`src/hw/itb_pkg.sv`:
```
// Package of the interval timer: register map, control fields, reset values.
// Assumes a plain one-cycle register port driven by a synchronous master.
package itb_pkg;

  // ----------------------------------------------------------------
  // Widths
  // ----------------------------------------------------------------
  localparam int unsigned CNT_W  = 16;
  localparam int unsigned ADDR_W = 4;
  localparam int unsigned NUM_AUX = 3;

  // ----------------------------------------------------------------
  // Register indices
  // ----------------------------------------------------------------
  localparam logic [ADDR_W-1:0] REG_CTRL   = 4'h0;
  localparam logic [ADDR_W-1:0] REG_PERIOD = 4'h1;
  localparam logic [ADDR_W-1:0] REG_AUX1   = 4'h2;
  localparam logic [ADDR_W-1:0] REG_AUX2   = 4'h3;
  localparam logic [ADDR_W-1:0] REG_AUX3   = 4'h4;
  localparam logic [ADDR_W-1:0] REG_COUNT  = 4'h5;
  localparam logic [ADDR_W-1:0] REG_STATUS = 4'h6;

  // ----------------------------------------------------------------
  // Control fields
  // ----------------------------------------------------------------
  localparam int unsigned CTRL_RUN_BIT   = 0;
  localparam int unsigned CTRL_MODE_LSB  = 1;
  localparam int unsigned CTRL_MODE_MSB  = 3;
  localparam int unsigned CTRL_BATCH_BIT = 4;
  localparam int unsigned STAT_OVF_BIT   = 0;
  localparam int unsigned STAT_ARM_BIT   = 1;
  localparam int unsigned STAT_RUN_BIT   = 2;

  localparam logic [2:0] MODE_INTERVAL = 3'h0;

  // ----------------------------------------------------------------
  // Values
  // ----------------------------------------------------------------
  localparam logic [CNT_W-1:0] CNT_IDLE   = 16'hffff;
  localparam logic [CNT_W-1:0] CNT_ZERO   = 16'h0000;
  localparam logic [CNT_W-1:0] CNT_ONE    = 16'h0001;
  localparam logic [CNT_W-1:0] CMP_RESET  = 16'h0000;
  localparam logic [CNT_W-1:0] RD_ZERO    = 16'h0000;

  // ----------------------------------------------------------------
  // Types
  // ----------------------------------------------------------------
  typedef struct packed {
    logic [ADDR_W-1:0] addr;
    logic [CNT_W-1:0]  wdata;
    logic              wr;
    logic              rd;
  } itb_bus_req_t;

  typedef enum logic [1:0] {
    ST_IDLE = 2'b01,
    ST_RUN  = 2'b10
  } itb_state_t;

endpackage

```
`src/hw/itb_interval_timer.sv`:
```
// Interval timer with period and three auxiliary compare channels.
// Assumes synchronous inputs on SYS_CLK and a master that never waits.
//
// Added by the designer: the plain strobed port and the register offsets.
`timescale 1ns/10ps

// Notes on behaviour
// - Batch mode: all buffers load at period match when armed
// - Batch arms only by writing aux register one
// - Second instance: immediate buffer updates only
// - Mode 000 with run set: interval timer
// - Start: FFFF to 0000, toggle zero, load period
// - Period match: clear, toggle zero, period irq
// - Interval is period value plus one ticks
// - Aux match toggles its pin and irq
// - Aux registers writable while running
// - Period zero: counter stays zero, irq each tick
// - Period FFFF: clear with irq, no overflow
// - Immediate period load may wrap through FFFF
// - Aux equal period fires with period irq
// - Aux below period fires once per period
// - Aux above period never matches
// - Immediate mode: buffer follows register write
// - Start or overflow wrap raises no irq
// - Stopped: counter FFFF, count register reads 0
module itb_interval_timer
  import itb_pkg::*;
#(
  parameter int unsigned COUNT_DIV       = 4,
  parameter bit          SECOND_INSTANCE = 1'b0
) (
  input  wire logic               SYS_CLK,
  input  wire logic               RESET_N,
  input  wire itb_bus_req_t       BUS_REQ,
  output logic [CNT_W-1:0]        RDATA,
  output logic                    PERIOD_MATCH_IRQ,
  output logic [NUM_AUX-1:0]      AUX_MATCH_IRQ,
  output logic                    OVERFLOW_IRQ,
  output logic                    TOGGLE_OUT_ZERO,
  output logic [NUM_AUX-1:0]      TOGGLE_OUT_AUX
);

  // ----------------------------------------------------------------
  // Declarations
  // ----------------------------------------------------------------
  localparam int unsigned DIV_W = (COUNT_DIV > 1) ? $clog2(COUNT_DIV) : 1;
  localparam logic [DIV_W-1:0] DIV_LAST = DIV_W'(COUNT_DIV - 1);
  localparam logic [DIV_W-1:0] DIV_ZERO = '0;
  localparam logic [DIV_W-1:0] DIV_ONE  = DIV_W'(1);

  logic [DIV_W-1:0]   div_ff;
  logic               tick_ff;
  logic               run_enable_bit_ff;
  logic [2:0]         mode_field_ff;
  logic               batch_sel_ff;
  logic [CNT_W-1:0]   period_compare_reg_ff;
  logic [CNT_W-1:0]   aux_compare_reg_ff [NUM_AUX];
  logic [CNT_W-1:0]   period_buffer_ff;
  logic [CNT_W-1:0]   aux_buffer_ff      [NUM_AUX];
  logic [CNT_W-1:0]   count_ff;
  logic [CNT_W-1:0]   nxt_count;
  itb_state_t         state_ff;
  logic               armed_ff;
  logic               overflow_flag_ff;
  logic               run_go;
  logic               start_tick;
  logic               period_hit;
  logic [NUM_AUX-1:0] aux_hit;
  logic               wr_period;
  logic [NUM_AUX-1:0] wr_aux;
  logic               batch_on;
  logic               transfer;

  // ----------------------------------------------------------------
  // Helpers
  // ----------------------------------------------------------------
  function automatic logic cmp_hit(input logic [CNT_W-1:0] cnt,
                                   input logic [CNT_W-1:0] buf_val,
                                   input logic             tk,
                                   input logic             running);
    cmp_hit = tk && running && (cnt == buf_val);
  endfunction

  function automatic logic is_wr(input itb_bus_req_t req, input logic [ADDR_W-1:0] idx);
    is_wr = req.wr && (req.addr == idx);
  endfunction

  // ----------------------------------------------------------------
  // Count clock divider
  // ----------------------------------------------------------------
  always_ff @(posedge SYS_CLK) begin
    if (!RESET_N) begin
      div_ff  <= DIV_ZERO;
      tick_ff <= 1'b0;
    end else if (div_ff == DIV_LAST) begin
      div_ff  <= DIV_ZERO;
      tick_ff <= 1'b1;
    end else begin
      div_ff  <= div_ff + DIV_ONE;
      tick_ff <= 1'b0;
    end
  end

  // ----------------------------------------------------------------
  // Decode
  // ----------------------------------------------------------------
  assign run_go     = run_enable_bit_ff && (mode_field_ff == MODE_INTERVAL);
  assign start_tick = tick_ff && run_go && (state_ff == ST_IDLE);
  assign period_hit = cmp_hit(count_ff, period_buffer_ff, tick_ff, run_go && (state_ff == ST_RUN));
  assign wr_period  = is_wr(BUS_REQ, REG_PERIOD);
  assign wr_aux[0]  = is_wr(BUS_REQ, REG_AUX1);
  assign wr_aux[1]  = is_wr(BUS_REQ, REG_AUX2);
  assign wr_aux[2]  = is_wr(BUS_REQ, REG_AUX3);
  assign batch_on   = batch_sel_ff && !SECOND_INSTANCE;
  assign transfer   = period_hit && batch_on && armed_ff;

  for (genvar b = 0; b < NUM_AUX; b++) begin : g_hit
    assign aux_hit[b] = cmp_hit(count_ff, aux_buffer_ff[b], tick_ff,
                                run_go && (state_ff == ST_RUN));
  end

  // ----------------------------------------------------------------
  // Control register
  // ----------------------------------------------------------------
  always_ff @(posedge SYS_CLK) begin
    if (!RESET_N) begin
      run_enable_bit_ff <= 1'b0;
      mode_field_ff     <= MODE_INTERVAL;
      batch_sel_ff      <= 1'b0;
    end else if (is_wr(BUS_REQ, REG_CTRL)) begin
      run_enable_bit_ff <= BUS_REQ.wdata[CTRL_RUN_BIT];
      mode_field_ff     <= BUS_REQ.wdata[CTRL_MODE_MSB:CTRL_MODE_LSB];
      batch_sel_ff      <= BUS_REQ.wdata[CTRL_BATCH_BIT] && !SECOND_INSTANCE;
    end
  end

  // ----------------------------------------------------------------
  // Compare registers
  // ----------------------------------------------------------------
  always_ff @(posedge SYS_CLK) begin
    if (!RESET_N) begin
      period_compare_reg_ff <= CMP_RESET;
      for (int b = 0; b < NUM_AUX; b++) begin
        aux_compare_reg_ff[b] <= CMP_RESET;
      end
    end else begin
      if (wr_period) begin
        period_compare_reg_ff <= BUS_REQ.wdata;
      end
      for (int b = 0; b < NUM_AUX; b++) begin
        if (wr_aux[b]) begin
          aux_compare_reg_ff[b] <= BUS_REQ.wdata;
        end
      end
    end
  end

  // ----------------------------------------------------------------
  // Batch arming
  // ----------------------------------------------------------------
  always_ff @(posedge SYS_CLK) begin
    if (!RESET_N) begin
      armed_ff <= 1'b0;
    end else if (wr_aux[0] && batch_on) begin
      armed_ff <= 1'b1;
    end else if (transfer || !batch_on) begin
      armed_ff <= 1'b0;
    end
  end

  // ----------------------------------------------------------------
  // Buffer registers
  // ----------------------------------------------------------------
  always_ff @(posedge SYS_CLK) begin
    if (!RESET_N) begin
      period_buffer_ff <= CMP_RESET;
      for (int b = 0; b < NUM_AUX; b++) begin
        aux_buffer_ff[b] <= CMP_RESET;
      end
    end else if (start_tick || transfer) begin
      period_buffer_ff <= period_compare_reg_ff;
      for (int b = 0; b < NUM_AUX; b++) begin
        aux_buffer_ff[b] <= aux_compare_reg_ff[b];
      end
    end else if (!batch_on) begin
      if (wr_period) begin
        period_buffer_ff <= BUS_REQ.wdata;
      end
      for (int b = 0; b < NUM_AUX; b++) begin
        if (wr_aux[b]) begin
          aux_buffer_ff[b] <= BUS_REQ.wdata;
        end
      end
    end
  end

  // ----------------------------------------------------------------
  // Counter and run state
  // ----------------------------------------------------------------
  always_comb begin
    nxt_count = count_ff;
    if (!run_go) begin
      nxt_count = CNT_IDLE;
    end else if (start_tick) begin
      nxt_count = CNT_ZERO;
    end else if (period_hit) begin
      nxt_count = CNT_ZERO;
    end else if (tick_ff) begin
      nxt_count = count_ff + CNT_ONE;
    end
  end

  always_ff @(posedge SYS_CLK) begin
    if (!RESET_N) begin
      count_ff <= CNT_IDLE;
      state_ff <= ST_IDLE;
    end else begin
      count_ff <= nxt_count;
      unique case (state_ff)
        ST_IDLE: begin
          if (start_tick) begin
            state_ff <= ST_RUN;
          end
        end
        ST_RUN: begin
          if (!run_go) begin
            state_ff <= ST_IDLE;
          end
        end
        default: begin
          state_ff <= ST_IDLE;
        end
      endcase
    end
  end

  // ----------------------------------------------------------------
  // Interrupt pulses and toggle outputs
  // ----------------------------------------------------------------
  always_ff @(posedge SYS_CLK) begin
    if (!RESET_N) begin
      PERIOD_MATCH_IRQ <= 1'b0;
      AUX_MATCH_IRQ    <= '0;
      OVERFLOW_IRQ     <= 1'b0;
      overflow_flag_ff <= 1'b0;
    end else begin
      PERIOD_MATCH_IRQ <= period_hit;
      AUX_MATCH_IRQ    <= aux_hit;
      OVERFLOW_IRQ     <= 1'b0;
      overflow_flag_ff <= 1'b0;
    end
  end

  always_ff @(posedge SYS_CLK) begin
    if (!RESET_N) begin
      TOGGLE_OUT_ZERO <= 1'b0;
      TOGGLE_OUT_AUX  <= '0;
    end else begin
      if (start_tick || period_hit) begin
        TOGGLE_OUT_ZERO <= !TOGGLE_OUT_ZERO;
      end
      TOGGLE_OUT_AUX <= TOGGLE_OUT_AUX ^ aux_hit;
    end
  end

  // ----------------------------------------------------------------
  // Register read port
  // ----------------------------------------------------------------
  always_ff @(posedge SYS_CLK) begin
    if (!RESET_N) begin
      RDATA <= RD_ZERO;
    end else if (BUS_REQ.rd) begin
      RDATA <= RD_ZERO;
      unique case (BUS_REQ.addr)
        REG_CTRL: begin
          RDATA[CTRL_RUN_BIT]                 <= run_enable_bit_ff;
          RDATA[CTRL_MODE_MSB:CTRL_MODE_LSB]  <= mode_field_ff;
          RDATA[CTRL_BATCH_BIT]               <= batch_sel_ff;
        end
        REG_PERIOD: begin
          RDATA <= period_compare_reg_ff;
        end
        REG_AUX1: begin
          RDATA <= aux_compare_reg_ff[0];
        end
        REG_AUX2: begin
          RDATA <= aux_compare_reg_ff[1];
        end
        REG_AUX3: begin
          RDATA <= aux_compare_reg_ff[2];
        end
        REG_COUNT: begin
          RDATA <= run_go ? count_ff : RD_ZERO;
        end
        REG_STATUS: begin
          RDATA[STAT_OVF_BIT] <= overflow_flag_ff;
          RDATA[STAT_ARM_BIT] <= armed_ff;
          RDATA[STAT_RUN_BIT] <= (state_ff == ST_RUN);
        end
        default: begin
          RDATA <= RD_ZERO;
        end
      endcase
    end else begin
      RDATA <= RD_ZERO;
    end
  end
endmodule // itb_interval_timer

```
`config.mk`:
```
export PLATFORM = sky130hd
export DESIGN_NAME = itb_interval_timer
export DESIGN_NICKNAME = d
export VERILOG_FILES = /design/src/hw/itb_pkg.sv /design/src/hw/itb_interval_timer.sv
export SDC_FILE = /design/constraint.sdc
export NUM_CORES = 1
export LEC_CHECK = 0
export ABC_AREA = 1
export BUFFER_PORTS_ARGS = -buffer_cell sky130_fd_sc_hd__buf_2
export CORE_MARGIN = 2
export CORE_UTILIZATION = 35
export CTS_CLUSTER_SIZE = 40
export DETAILED_ROUTE_END_ITERATION = 10
export SLEW_MARGIN = 20
export SYNTH_ARGS = -nofsm -noshare
export SYNTH_HDL_FRONTEND = slang
export SYNTH_SLANG_ARGS = --single-unit
```
`constraint.sdc`:
```
create_clock -name SYS_CLK -period 2.1 [get_ports SYS_CLK]
set_input_delay 0.42 -clock SYS_CLK [delete_from_list [all_inputs] [get_ports SYS_CLK]]
set_output_delay 0.42 -clock SYS_CLK [all_outputs]
set_load 0.005 [all_outputs]
```
==> qor.yml <==
hp-class: "input port to register"
core_area_um2: 24200
post_drt_wl_per_cell_um: 19.3
grt_pass1_vias: 6882
cp_max_fo: 5
die_w_um: 161
fin_ws_ns: 0.115
cts_tree: "done"
start_util_pct: 35.5
grt_setup_unrepaired: "true"
ff2ff_setup_slack_ns: 0.11
dp_cells: 1403
yosysWarnings: 0
clkTransAtPathRegs_ns: 0.07
synth.area.top_cells: "edfxtp_1, dfxtp_1, nand2_1"
layout_common_cells: "nand2_1, edfxtp_1, inv_1"
cap_violations: 0
peakVddDrop_v: 0.000547
vias: 7278
cp-end-kind: "register"
remaining_drc_errors: 0
cp.required_ns: 2.29
drive_gt1_share_pct: 18.9
first_pass_iters: 7
worstSkewPairLatency_ns: 0.44
finalHoldViolCount: 0
max_freq_mhz: 504
ys_seq_area_share_pct: 52.9
synth-async-reset-ratio_pct: 0
grt.total_usage_pct: 21.8
yosys.area.top_type: "edfxtp_1"
cts_made_buffers: 17
fp-row-count: 57
final_cell_count_no_fill: 1436
reg2reg_from: "mode_field_ff[1]"
antenna_found_initial: 0
layout_min_cycle_time_ns: 1.99
nNetsFinal: 1125
clock_skew_ns: 0.00983
relSlewSlack_pct: 58.6
grt_max_degree: 27
worst_pin_slew_ns: 0.619
drt_iter0_markers: 1015
synth_area_per_cell_um2: 8.58
syn_inst: 1001
grt_pass1_wl_um: 41800
synth.distinct_cells: 50
r2r-end: "aux_buffer_ff[0][28]"
synth-edff-count: 96
power.density_nw_per_um2: 746
hpwl_um: 21600
final_util_pct: 42.7
status: "finished clean"
final_common_cell: "nand2_1"
clock_sinks: 179
post_cts_buffers: 0
setup.worst_path.start_class: "register"
ant_nets: 0
drt-total-wl_um: 27700
diodes: 0
pre_cts_ws_ns: 0.00590
die_y_um: 161
final.period_utilization_pct: 94.5
area_growth_syn_to_layout_pct: 20.3
io_buffers: 47
synth_fp_nets: 1027
cp-startpoint: "mode_field_ff[1]"
synth_ff_type: "edfxtp_1"
post_drt_via_cell_ratio: 5.07
root_buffer: "clkbuf_16"
dieArea_um2: 25800
setup_violations: 0
syn_area_um2: 8590
ioPinCount: 49
final_max_slew_viol_count: 0
path_class: "register to register"
cts_hold_buf: 0
htree_levels: 4
p_leak_uw: 0.00466
synth_seq_cells: 179
crit_end: "aux_buffer_ff[0][28]"
r2r_cells: 13
yosysTopAreaCellShare_pct: 33.6
clockBufferDepth: 2
gp_congestion: 1.00
gr-total-overflow: 0
cp.arrival_ns: 2.18
setup-tns-final_ns: 0
-- power breakdown --
part | switching (uW) | internal, uW
registers | 77.9 | 3810
clock network | 1560 | 1820
logic | 290 | 145
-- critical path: stages (launching register included) --
cell and delay, ns:
dfxtp_1 0.30, inv_1 0.08, nand2_1 0.12, nor2_4 0.16, nand3_2 0.13, nor2_2 0.14
nand3_2 0.12, nand2_4 0.10, nand2_4 0.07, o21ai_4 0.10, nand2_4 0.12, buf_4 0.17
nand2_4 0.05, nand2_1 0.06
-- state kept, by name, summed over array words and instances (netlist names), 3 cells and up --
signal / count
aux_buffer_ff: 48
AUX_MATCH_IRQ: 3
RDATA: 16
mode_field_ff: 3
aux_compare_reg_ff: 48
count_ff: 16
TOGGLE_OUT_AUX: 3
period_compare_reg_ff: 16
period_buffer_ff: 16
-- layout make-up --
class                   instances  area, um2
clock buffers                  18        429
clock inverters                14        178
fillers                      2340      13800
inverters                     101        379
multi-input cells             682       3450
flip-flops and latches        179       4550
well taps                     324        405
repair buffers                118        931
-- cell families after synthesis --
family	after synthesis	synth area share [%]
AOI/OAI and AO/OA	126	8.80
xor gates and xnor gates	48	4.90
adders and majority gates	2	0.291
buffers and inverters	141	7.07
DFF	179	52.9
muxes	3	0.393
other	1	0.0437
and+or+nand+nor	501	25.6
-- how the worst min path moves through the flow --
| stage | from | endpoint | slack, ns | cells after the start |
|---|---|---|---|---|
| after detailed placement | div_ff[0] | div_ff[0] | 0.43 | 1 |
| after global placement | div_ff[0] | div_ff[0] | 0.42 | 1 |
| after CTS | BUS_REQ[11] | period_compare_reg_ff[9] | 0.31 | 3 |
| after global routing | BUS_REQ[1] | period_compare_reg_ff[0] | 0.35 | 3 |
| final | BUS_REQ[11] | period_compare_reg_ff[9] | 0.32 | 3 |
| after floorplan | div_ff[0] | div_ff[0] | 0.41 | 1 |
-- stage by stage --
step	total power (uW)	hold slack, ns	cell area (um2)
finish	7710	0.324	10300
global route	7900	0.347	10300
CTS	7710	0.314	10300
detailed placement	4400	0.430	9700
global placement	4390	0.416	9700
floorplan	4150	0.408	8590
-- metal layers --
metal	track usage [%]	part of all wire (%)
met1	31.8	46
met5	0	0
met2	33.7	44
met4	7.25	2.7
met3	2.58	6.9
-- Yosys cell counts (2+ instances only) --
cell type,number
nor2_1,56
a211oi_1,2
clkbuf_1,14
mux2_2,3
ha_1,2
o22ai_1,6
nor2_2,2
buf_1,3
inv_1,84
nor3b_1,2
buf_4,13
nand4_1,7
a221oi_1,6
inv_2,16
xor2_1,33
a31oi_1,2
o211ai_1,6
edfxtp_1,96
o2111ai_1,2
nand2_4,15
o21ai_0,48
nor3_1,21
a41oi_1,2
buf_2,8
a22oi_1,5
a21oi_1,40
nand3_2,3
xnor2_1,15
nand2_1,322
dfxtp_1,83
nor2_4,2
nand3_1,56
nand3b_1,2
or2_2,8
-- repair_timing --
action | in CTS | in global routing
gates cloned | 0 | 1
endpoints found under the setup margin | 6 | 96
resized for setup | 1 | 8
pin swaps | 0 | 1
Power figures use the tool's default switching activity.
